## src/idm_map.svh

```systemverilog
// Register offsets, field positions, reset values and encodings for the
// destination match block. Included by the match module, the top module and the bench.
`ifndef IDM_MAP_SVH
`define IDM_MAP_SVH
`define IDM_OFF_CMD_LO     8'h00
`define IDM_OFF_CMD_HI     8'h04
`define IDM_OFF_LOGID      8'h08
`define IDM_OFF_MODEL      8'h0c
`define IDM_OFF_LOCALID    8'h10
`define IDM_OFF_CFG        8'h14
`define IDM_OFF_SENT       8'h18
`define IDM_OFF_SENT_HI    8'h1c
`define IDM_OFF_RXSTAT     8'h20
`define IDM_RST_MODEL      32'hffff_ffff
`define IDM_RST_LOGID      32'h0000_0000
`define IDM_RST_LOCALID    8'h00
`define IDM_MODEL_MSB      31
`define IDM_MODEL_LSB      28
`define IDM_MODEL_FLAT     4'hf
`define IDM_MODEL_CLUSTER  4'h0
`define IDM_LID_MSB        31
`define IDM_LID_LSB        24
`define IDM_VEC_MSB        7
`define IDM_DLV_MSB        10
`define IDM_DLV_LSB        8
`define IDM_DSTMODE_BIT    11
`define IDM_LEVEL_BIT      14
`define IDM_TRIG_BIT       15
`define IDM_SH_MSB         19
`define IDM_SH_LSB         18
`define IDM_DEST_MSB       31
`define IDM_DEST_LSB       24
`define IDM_BCAST_NEW      8'hff
`define IDM_BCAST_OLD      4'hf
`endif

```

## src/idm_pkg.sv

```systemverilog
// Types shared by the destination match block.
// Assumes idm_map.svh is on the include path.
package idm_pkg;
  typedef enum logic [2:0] {
    IDM_DLV_FIXED  = 3'h0,
    IDM_DLV_LOWPRI = 3'h1,
    IDM_DLV_SMI    = 3'h2,
    IDM_DLV_RSVD   = 3'h3,
    IDM_DLV_NMI    = 3'h4,
    IDM_DLV_INIT   = 3'h5,
    IDM_DLV_START  = 3'h6,
    IDM_DLV_EXT    = 3'h7
  } idm_dlv_t;
  typedef enum logic [1:0] {
    IDM_SH_NONE = 2'h0,
    IDM_SH_SELF = 2'h1,
    IDM_SH_ALL  = 2'h2,
    IDM_SH_OTHR = 2'h3
  } idm_sh_t;
  typedef enum logic [1:0] {
    IDM_ST_IDLE = 2'h0,
    IDM_ST_SEND = 2'h1
  } idm_state_t;
endpackage : idm_pkg

```

## src/idm_match.sv

```systemverilog
// Combinational receive-side acceptance check for one message.
// Assumes the format and logical id words are stable register values.
`timescale 1ns/100ps
`include "idm_map.svh"
module idm_match
  import idm_pkg::*;
(
  input  wire logic        legacy_bus,
  input  wire logic        dst_logical,
  input  wire logic [7:0]  dst_addr,
  input  wire logic [7:0]  local_id,
  input  wire logic [31:0] logid,
  input  wire logic [31:0] model,
  output logic             accept,
  output logic             broadcast
);
  logic [3:0] fmt;
  logic       phys_hit;
  logic       phys_bc;
  logic       flat_hit;
  logic       clus_hit;
  logic [7:0] lid;
  assign fmt = model[`IDM_MODEL_MSB:`IDM_MODEL_LSB];
  assign lid = logid[`IDM_LID_MSB:`IDM_LID_LSB];
  // Wide bus: FFH broadcast, else exact id.
  // Narrow bus: 0FH broadcast, four-bit ids.
  assign phys_bc  = legacy_bus ? (dst_addr[3:0] == `IDM_BCAST_OLD)
                               : (dst_addr == `IDM_BCAST_NEW);
  assign phys_hit = phys_bc | (legacy_bus ? (dst_addr[3:0] == local_id[3:0])
                                          : (dst_addr == local_id));
  // Flat AND match; all ones hits any nonzero id.
  assign flat_hit = |(dst_addr & lid);
  // Cluster compare; cluster 15 only as broadcast; all ones.
  assign clus_hit = (dst_addr == `IDM_BCAST_NEW) |
                    ((dst_addr[7:4] == lid[7:4]) && (dst_addr[7:4] != 4'hf)
                     && |(dst_addr[3:0] & lid[3:0]));
  // Logical path uses format; 0000 picks cluster.
  always_comb begin
    if (!dst_logical) begin
      accept    = phys_hit;
      broadcast = phys_bc;
    end else if (fmt == `IDM_MODEL_FLAT) begin
      accept    = flat_hit;
      broadcast = dst_addr == `IDM_BCAST_NEW;
    end else if (fmt == `IDM_MODEL_CLUSTER) begin
      accept    = clus_hit;
      broadcast = dst_addr == `IDM_BCAST_NEW;
    end else begin
      accept    = 1'b0;
      broadcast = 1'b0;
    end
  end
endmodule : idm_match

```

## src/idm_top.sv

```systemverilog
// Destination selection and acceptance for interprocessor messages.
// Assumes a simple register port on CLK and messages presented by the
// shared interrupt bus logic on the same clock.
// Notes on behaviour
// - Narrow bus: level fixed/lowpri/NMI with level bit 1 goes as edge.
// - Narrow bus level init: level 1 edge init, level 0 deassert sync.
// - Wide bus: a level trigger setting is ignored and sent edge.
// - Lowest priority to all-but-self may also come back to sender.
// - Wide bus physical: 00-FE single target, FF broadcast.
// - Narrow bus physical: 0-E single target, F broadcast.
// - Logical messages match against logical id and format registers.
// - Format 1111 selects flat: accept when address AND id nonzero.
// - Flat all-ones address reaches every unit with a nonzero logical id.
// - Format 0000 selects the cluster model.
// - Cluster: high nibble picks cluster, low nibble picks members.
// - Clusters 0 to 14 with four members each.
// - Cluster all-ones address matches every member.
// - Format register resets to the flat model.
// - Shorthand: 00 none, 01 self, 10 all, 11 all but self.
`timescale 1ns/100ps
`include "idm_map.svh"
module idm_top
  import idm_pkg::*;
(
  input  wire logic        CLK,
  input  wire logic        SRST,
  input  wire logic [7:0]  ADDR,
  input  wire logic [31:0] WDATA,
  input  wire logic        WR,
  input  wire logic        RD,
  output logic      [31:0] RDATA,
  input  wire logic        RX_VALID,
  input  wire logic        RX_LOGICAL,
  input  wire logic [7:0]  RX_DEST,
  output logic             RX_DONE,
  output logic             RX_ACCEPT,
  output logic             TX_VALID,
  output logic      [31:0] TX_WORD,
  output logic      [7:0]  TX_DEST,
  output logic             TX_SELF,
  output logic             TX_OTHERS
);
  logic [31:0] cmd_hi_q;
  logic [31:0] logid_q;
  logic [31:0] model_q;
  logic [7:0]  local_id_q;
  logic        legacy_q;
  logic [31:0] sent_q;
  logic [7:0]  sent_dest_q;
  logic        last_acc_q;
  logic        last_bc_q;
  logic [7:0]  acc_cnt_q;
  logic        acc;
  logic        bc;
  logic [31:0] norm_d;
  logic [7:0]  dest_d;
  logic        self_d;
  logic        oth_d;
  logic        cmd_wr;
  idm_dlv_t    dlv;
  idm_sh_t     sh;

  assign cmd_wr = WR && (ADDR == `IDM_OFF_CMD_LO);
  assign dlv = idm_dlv_t'(WDATA[`IDM_DLV_MSB:`IDM_DLV_LSB]);
  assign sh  = idm_sh_t'(WDATA[`IDM_SH_MSB:`IDM_SH_LSB]);

  // Trigger normalisation for the outgoing word.
  always_comb begin
    norm_d = WDATA;
    if (legacy_q) begin
      if (WDATA[`IDM_TRIG_BIT] && dlv == IDM_DLV_INIT) begin
        // Level 0 stays as deassert sync, level 1 becomes edge init.
        if (WDATA[`IDM_LEVEL_BIT])
          norm_d[`IDM_TRIG_BIT] = 1'b0;
      end else if (WDATA[`IDM_TRIG_BIT] && WDATA[`IDM_LEVEL_BIT] &&
                   (dlv == IDM_DLV_FIXED || dlv == IDM_DLV_LOWPRI ||
                    dlv == IDM_DLV_NMI)) begin
        // Level with level bit 1 is sent edge.
        norm_d[`IDM_TRIG_BIT] = 1'b0;
      end
    end else begin
      // Wide bus ignores the level trigger setting.
      norm_d[`IDM_TRIG_BIT]  = 1'b0;
      norm_d[`IDM_LEVEL_BIT] = 1'b1;
    end
  end

  // Destination resolution from shorthand.
  always_comb begin
    dest_d = cmd_hi_q[`IDM_DEST_MSB:`IDM_DEST_LSB];
    self_d = 1'b0;
    oth_d  = 1'b0;
    unique case (sh)
      IDM_SH_NONE: begin
      end
      IDM_SH_SELF: begin
        self_d = 1'b1;
      end
      IDM_SH_ALL: begin
        self_d = 1'b1;
        oth_d  = 1'b1;
      end
      IDM_SH_OTHR: begin
        oth_d = 1'b1;
        // Lowest priority to others may also land on the sender.
        self_d = (dlv == IDM_DLV_LOWPRI);
      end
    endcase
    if (sh != IDM_SH_NONE)
      dest_d = legacy_q ? {4'h0, `IDM_BCAST_OLD} : `IDM_BCAST_NEW;
  end

  always_ff @(posedge CLK) begin
    if (SRST) begin
      cmd_hi_q   <= 32'h0;
      logid_q    <= `IDM_RST_LOGID;
      model_q    <= `IDM_RST_MODEL;
      local_id_q <= `IDM_RST_LOCALID;
      legacy_q   <= 1'b0;
    end else if (WR) begin
      unique case (ADDR)
        `IDM_OFF_CMD_HI:  cmd_hi_q   <= WDATA;
        `IDM_OFF_LOGID:   logid_q    <= WDATA;
        `IDM_OFF_MODEL:   model_q    <= WDATA;
        `IDM_OFF_LOCALID: local_id_q <= WDATA[7:0];
        `IDM_OFF_CFG:     legacy_q   <= WDATA[0];
        default: ;
      endcase
    end
  end

  always_ff @(posedge CLK) begin
    if (SRST) begin
      TX_VALID    <= 1'b0;
      TX_WORD     <= 32'h0;
      TX_DEST     <= 8'h00;
      TX_SELF     <= 1'b0;
      TX_OTHERS   <= 1'b0;
      sent_q      <= 32'h0;
      sent_dest_q <= 8'h00;
    end else begin
      TX_VALID <= cmd_wr;
      if (cmd_wr) begin
        TX_WORD     <= norm_d;
        TX_DEST     <= dest_d;
        TX_SELF     <= self_d;
        TX_OTHERS   <= oth_d;
        sent_q      <= norm_d;
        sent_dest_q <= dest_d;
      end
    end
  end

  idm_match u_match (
    .legacy_bus  (legacy_q),
    .dst_logical (RX_LOGICAL),
    .dst_addr    (RX_DEST),
    .local_id    (local_id_q),
    .logid       (logid_q),
    .model       (model_q),
    .accept      (acc),
    .broadcast   (bc)
  );

  // One registered decision per received message.
  always_ff @(posedge CLK) begin
    if (SRST) begin
      RX_DONE    <= 1'b0;
      RX_ACCEPT  <= 1'b0;
      last_acc_q <= 1'b0;
      last_bc_q  <= 1'b0;
      acc_cnt_q  <= 8'h00;
    end else begin
      RX_DONE   <= RX_VALID;
      RX_ACCEPT <= RX_VALID && acc;
      if (RX_VALID) begin
        last_acc_q <= acc;
        last_bc_q  <= bc;
        if (acc)
          acc_cnt_q <= acc_cnt_q + 8'h01;
      end
    end
  end

  // Unmapped or write-only offsets read as zero.
  always_ff @(posedge CLK) begin
    if (SRST) begin
      RDATA <= 32'h0;
    end else if (RD) begin
      unique case (ADDR)
        `IDM_OFF_CMD_HI:  RDATA <= cmd_hi_q;
        `IDM_OFF_LOGID:   RDATA <= logid_q;
        `IDM_OFF_MODEL:   RDATA <= model_q;
        `IDM_OFF_LOCALID: RDATA <= {24'h0, local_id_q};
        `IDM_OFF_CFG:     RDATA <= {31'h0, legacy_q};
        `IDM_OFF_SENT:    RDATA <= sent_q;
        `IDM_OFF_SENT_HI: RDATA <= {24'h0, sent_dest_q};
        `IDM_OFF_RXSTAT:  RDATA <= {22'h0, last_bc_q, last_acc_q, acc_cnt_q};
        default:          RDATA <= 32'h0;
      endcase
    end else begin
      RDATA <= 32'h0;
    end
  end
endmodule : idm_top

```

## config.mk

```make
export PLATFORM = sky130hd
export DESIGN_NAME = idm_top
export DESIGN_NICKNAME = d
export VERILOG_FILES = /design/src/idm_pkg.sv /design/src/idm_match.sv /design/src/idm_top.sv
export VERILOG_INCLUDE_DIRS = /design/src
export SDC_FILE = /design/constraint.sdc
export NUM_CORES = 1
export LEC_CHECK = 0
export BUFFER_PORTS_ARGS = -buffer_cell sky130_fd_sc_hd__buf_2
export CORE_ASPECT_RATIO = 0.8
export CORE_MARGIN = 10
export CORE_UTILIZATION = 45
export DETAILED_ROUTE_END_ITERATION = 16
export GPL_ROUTABILITY_DRIVEN = 0
export GPL_TIMING_DRIVEN = 1
export HOLD_SLACK_MARGIN = 0.03
export PLACE_DENSITY_LB_ADDON = 0.15
export SYNTH_ARGS = -nofsm -noshare
export SYNTH_HDL_FRONTEND = slang
export SYNTH_SLANG_ARGS = --single-unit
```

## constraint.sdc

```tcl
create_clock -name CLK -period 2.5 [get_ports CLK]
set_input_delay 0.5 -clock CLK [delete_from_list [all_inputs] [get_ports CLK]]
set_output_delay 0.5 -clock CLK [all_outputs]
set_load 0.01 [all_outputs]
```

==> reports/metrics.cfg, run 1 <==
[drt]
dr_wl_met2_mm=10.7
dr.max_layer_used=met4
wl_met1_mm=11.4
vias_per_cell=5.68
ant_nets=0
vias=7276
dr_wl_met3_mm=2.74
post_drt_wl_per_cell_um=19.6
drc=0
drtPass1Iterations=8
drt_iter0_drc=832
wirelength_mm=25.1

[synthesis]
synth_compound_area_share_pct=16.9
synth_top_area_share_pct=49.5
ys_warn_count=0
synthCells=926
yosys.area_share.xor_xnor_pct=1.02
async_reset_ff_share_pct=0
synth_fa_ha_area_share_pct=1.45
synth-edff-count=0
netlist_top_cells_area=dfxtp_1 50%, nand2_1 14%, a21oi_1 8.3%, a222oi_1 4.0%, nand3b_1 3.1%
dominantRegCellSynth=dfxtp_1
syn_nets=989
synth_mux_area_share_pct=2.32
ys_ff_latch=192
yosysTopAreaCell=dfxtp_1
yosysUniqueCellTypes=54
ys_seq_area_share_pct=49.5
synthesis.area_um2=7760
synth_top_family_by_area=simple AND/OR/NAND/NOR gates
synth_simple_gate_area_share_pct=24.7
syn_area_per_cell_um2=8.38

[grt]
grt_pass1_vias=6909
grt-ovfl-total=0
antenna_found_initial=0
grt_pass1_wl_mm=38.9
track_usage_pct=21.2
grt_max_degree=167

[pwr]
max-vdd-ir-drop_uv=478
p_sw_share_pct=23.9
p_clk_share_pct=44.9
p_int_mw=4.55
power_density_nw_per_um2=637
comb_power_share_pct=3.8
p_leak_nw=3.65
p_total_mw=5.98
seqPwrFrac_pct=51.3
switchingPower_mw=1.43

[timing]
final_hold_viol_count=0
tns_ns=0
finalSetupViolations=0
rsz0062_at_grt=no
min_period_over_period_pct=94.7
min_period_ns=2.37
clock.fmax_mhz=423
slew-limit-headroom_pct=48.2
slew_violations=0
fin_skew_ns=0.0163
worst_pin_slew_ns=0.777
layout_setup_ws_ns=0.133

[clocking]
clk_pin_slew_ns=0.07
cts_tree=done
cts.sinks=192
numCtsBuffers=17
h-tree-depth=4
cts_hold_buf=0
cts_root_buf=clkbuf_16
cts_max_path_buffers=2
clk_latency_ns=0.44

[setup_path]
cp_data_required_time_ns=2.84
critPathMaxFanout=6
cp-start-kind=register
r2r-end=acc_cnt_q[7]
reg2reg_depth=6
arrival_ns=2.70
end_kind=register
critical_path_class=register to register
rrSetupSlack_ns=0.13
rr_startpoint=logid_q[31]

[worst_hold_path]
holdPathEnd=model_q[15]
hold_depth=3
worstHoldStart=WDATA[15]
hp-class=primary input to register

[placed_design]
preCtsSetupSlack_ns=-0.225
hpwl_mm=17.3
port_buffers=130

[floorplan]
die_area_um2=22900
die_height_um=137
core-area_um2=16700
floorplan.initialDensity_pct=46.4
ios=131
die_w_um=167
rows=42

[finish]
drive_above_1_share_pct=20.9
area_growth_pct=20.9
antenna_cells=0
nets=1110
fillerInstances=1574

[job]
maxCapViolations=0

[run_status]
status=finished clean

cell type report:
| cell class | count | area (µm²) | area share, % |
|---|---|---|---|
| clock buffer | 17 | 425 | 4.53 |
| timing repair buffer | 171 | 1060 | 11.3 |
| inverter | 4 | 15.0 | 0.160 |
| sequential | 192 | 3840 | 40.9 |
| multi-input combinational | 661 | 3620 | 38.5 |
| tap | 220 | 275 | 2.93 |
| clock inverter | 15 | 150 | 1.60 |
synthesized netlist by cell type, drive strengths merged (2+ instances only):
cell type  number
mux2            6
nand3b         32
nand3           7
a221oi          2
ha              9
nor4            6
a41oi           2
a22oi          16
nor3           14
nor2b          10
o21ai           5
dfxtp         192
nor3b           4
clkbuf         50
nand4           5
xnor2           9
a211oi          6
mux2i           9
nand2         281
buf            19
and3            4
nand2b          2
a21oi         128
inv             4
a31oi           7
a222oi         31
and2            6
or4             2
and4            3
nor2           39
power groups by stage:
| stage | Combinational (mW) | Sequential [mW] | Clock (mW) |
|---|---|---|---|
| detailed placement | 0.223 | 3.14 | 0 |
| finish | 0.227 | 3.06 | 2.69 |
| global placement | 0.223 | 3.14 | 0 |
| global route | 0.246 | 3.06 | 2.83 |
| floorplan | 0.0920 | 3.13 | 0 |
| CTS | 0.223 | 3.06 | 2.72 |
worst max-delay path, cell delays in order, from the launching register on:
cell	delay (ns)
dfxtp_1	0.42
ha_1	0.26
or4_1	0.51
a211oi_2	0.25
o311ai_2	0.23
a211oi_2	0.24
mux2_2	0.35
kinds of logic after synthesis:
kind of cell	Yosys count
fa+ha+maj	9
flops	192
xor+xnor	9
compound gates	207
buf+inv	73
simple gates	420
mux	16
worst max path at each step:
| stage | from | end | slack [ns] | cells after the start |
|---|---|---|---|---|
| floorplan | RX_DEST[5] | acc_cnt_q[7] | 0.06 | 6 |
| global route | logid_q[31] | acc_cnt_q[7] | 0.01 | 6 |
| CTS | logid_q[31] | acc_cnt_q[7] | 0.05 | 6 |
| global placement | RX_DEST[5] | acc_cnt_q[7] | -0.19 | 7 |
| detailed placement | RX_DEST[5] | acc_cnt_q[7] | -0.23 | 7 |
| finish | logid_q[31] | acc_cnt_q[7] | 0.13 | 6 |
repair_timing:
action,CTS,global route
resized for setup,0,2
setup buffers,0,0
endpoints found under the setup margin,0,2
hold endpoints to repair,0,0
registers in the layout, summed over array words and instances (netlist names), 8 cells and up:
register,flops
RDATA,32
acc_cnt_q,8
cmd_hi_q,32
local_id_q,8
logid_q,32
model_q,32
sent_dest_q,8
sent_q,32
per-stage QoR:
stage          instances  util, %  hold WS (ns)  cell area, µm²
3_3_place_gp        1248     52.7         0.438            8800
3_5_place_dp        1248     52.7         0.445            8800
4_1_cts             1280     56.1         0.317            9380
5_1_grt             1280     56.2         0.324            9390
2_1_floorplan        926        -         0.431            7760
6_report            1280     56.2         0.329            9390
placed cells by master (no fill, tap or decap), types with 3 or more instances in the layout:
cell         n
nor3b_1      4
buf_12       8
nor4_1       3
mux2_2       6
and3_1       4
a211oi_1     4
clkinv_4     5
clkbuf_16   17
a31oi_1      7
nor3_1      14
a21oi_1    128
nor2b_1     10
and4_1       3
mux2i_1      9
buf_4       34
nand3_1      6
a22oi_1     16
xnor2_1      9
inv_1        4
and2_1       5
nand4_1      5
nand3b_1    32
nand2_1    281
buf_2      129
dfxtp_1    192
nor2_1      37
ha_1         9
inv_6        5
a222oi_1    31
o21ai_0      5
per-layer routing:
layer / vias to the layer above / global-route usage, %
met2: 365 / 31.6
met5: - / 0
li1: 3473 / -
met1: 3410 / 29.1
met4: 0 / 6.48
met3: 28 / 6.32
Note: power is estimated with default switching activity, not from simulation.
==> run 2, diff against run 1 <==
SETUP_SLACK_MARGIN = 0.2   (was unset)
==> run 2 against run 1 <==
Effect of this change: register-to-register slack improved by 0.16 ns; sequential share of layout area is 0.28 points lower; via count decreased by 0.30%; final cell count is 0.31% higher; global-route usage grew 0.21 points; design area rose by 0.79%; first-iteration DRC count is 9.7% higher; clock-buffer cell count grew 3; hold slack got worse by 0.0031 ns; highest routed layer unchanged.
==> reports/metrics.cfg, run 2 (synthesis gave the netlist of run 1 again) <==
[floorplan]
die_area_um2=22900
rows=42
floorplan.initialDensity_pct=46.4
die_w_um=167
die_height_um=137
core-area_um2=16700
ios=131

[setup_path]
cp-start-kind=register
critical_path_class=register to register
end_kind=register
crit_slowest_cell=or4_4
path_cells=ha_4, or4_4, a211oi_4, o311ai_4, a211oi_2, mux2_4
arrival_ns=2.52
max_stage_delay_ns=0.55
critPathMaxFanout=7
cp_data_required_time_ns=2.82
reg2reg_depth=6

[grt]
antenna_found_initial=1
grt_pass1_wl_mm=39.3
grt_pass1_vias=6808
grt-ovfl-total=0
track_usage_pct=21.5
grt_max_degree=125

[pwr]
max-vdd-ir-drop_uv=395
comb_power_share_pct=3.8
seqPwrFrac_pct=50.9
p_leak_nw=3.65
p_sw_share_pct=23.6
power_density_nw_per_um2=636
p_total_mw=6.02
switchingPower_mw=1.42
p_int_mw=4.60
p_clk_share_pct=45.2

[timing]
rsz0062_at_grt=no
hold_slack_ns=0.326
fin_skew_ns=0.0121
finalSetupViolations=0
worst_pin_slew_ns=0.572
clock.fmax_mhz=454
min_period_ns=2.20
slew-limit-headroom_pct=61.9
slew_violations=0
min_period_over_period_pct=88.1
tns_ns=0
final_hold_viol_count=0

[drt]
drt_iter0_drc=913
ant_nets=0
wirelength_mm=25.2
vias_per_cell=5.65
drtPass1Iterations=8
drc=0
post_drt_wl_per_cell_um=19.6
vias=7254

[clocking]
cts_hold_buf=0
cts_tree=done
cts_max_path_buffers=2
clk_latency_ns=0.44
clk_pin_slew_ns=0.07
h-tree-depth=4
cts.sinks=192
numCtsBuffers=17
cts_root_buf=clkbuf_16

[finish]
nets=1113
area_growth_pct=21.9
drive_above_1_share_pct=21.8
fillerInstances=1577
final_common_cell=nand2_1
layout_common_cells=281 x nand2_1, 189 x dfxtp_1, 129 x buf_2

[worst_hold_path]
hold_depth=3
hp-class=primary input to register

[run_status]
status=finished clean

[placed_design]
hpwl_mm=17.8
port_buffers=130

[job]
maxCapViolations=0

## run 2: final cells by class
| cell class | instances | area (µm²) | share of cell area (%) |
|---|---|---|---|
| diodes | 1 | 2.50 | 0.0265 |
| clock buffers | 20 | 457 | 4.83 |
| clock inverters | 12 | 125 | 1.32 |
| inverters | 4 | 15.0 | 0.159 |
| multi-input cells | 661 | 3680 | 38.9 |
| flip-flops and latches | 192 | 3850 | 40.7 |
| well taps | 220 | 275 | 2.91 |
| repair buffers | 174 | 1060 | 11.2 |
## run 2: critical path, delay by kind of cell, from the launching register on
| family | cells | cell delay [ns] |
|---|---|---|
| AOI/OAI and AO/OA | 3 | 0.64 |
| and+or+nand+nor | 1 | 0.55 |
| muxes | 1 | 0.31 |
| DFF | 1 | 0.34 |
| adders and majority gates | 1 | 0.23 |
## run 2: worst paths after layout
path	from	endpoint	slack (ns)
hold / removal	WDATA[21]	model_q[21]	0.33
hold reg to reg	cmd_hi_q[14]	cmd_hi_q[14]	0.45
setup reg to reg	logid_q[30]	acc_cnt_q[7]	0.30
setup / recovery	logid_q[30]	acc_cnt_q[7]	0.30
## run 2: layer usage
| metal | wire (µm) | up-vias | track usage, % |
|---|---|---|---|
| met5 | 0 | - | 0 |
| met4 | 289 | 0 | 6.04 |
| met3 | 2880 | 24 | 6.24 |
| met2 | 10700 | 361 | 31.2 |
| met1 | 11400 | 3392 | 30.2 |
| li1 | - | 3477 | - |
## run 2: power by group through the flow
stage / Combinational (mW) / Clock [mW] / Sequential (mW)
after detailed placement: 0.229 / 0 / 3.14
final: 0.231 / 2.72 / 3.06
after floorplan: 0.0946 / 0 / 3.14
after global routing: 0.252 / 2.86 / 3.06
after global placement: 0.228 / 0 / 3.14
after CTS: 0.230 / 2.75 / 3.06
## run 2: what timing repair did
item | in CTS | in global routing
gates resized for setup | 3 | 0
setup buffers | 0 | 0
setup endpoints to repair | 1 | 2
pin swaps | 0 | 2
## run 2: metrics by stage
step,cells,setup slack (ns),cell area [µm²],util (%)
3_5_place_dp,1251,-0.0450,8870,53.1
6_report,1284,0.296,9460,56.6
2_1_floorplan,926,0.182,7830,-
3_3_place_gp,1251,-0.0205,8870,53.1
4_1_cts,1283,0.210,9460,56.6
5_1_grt,1284,0.228,9460,56.6
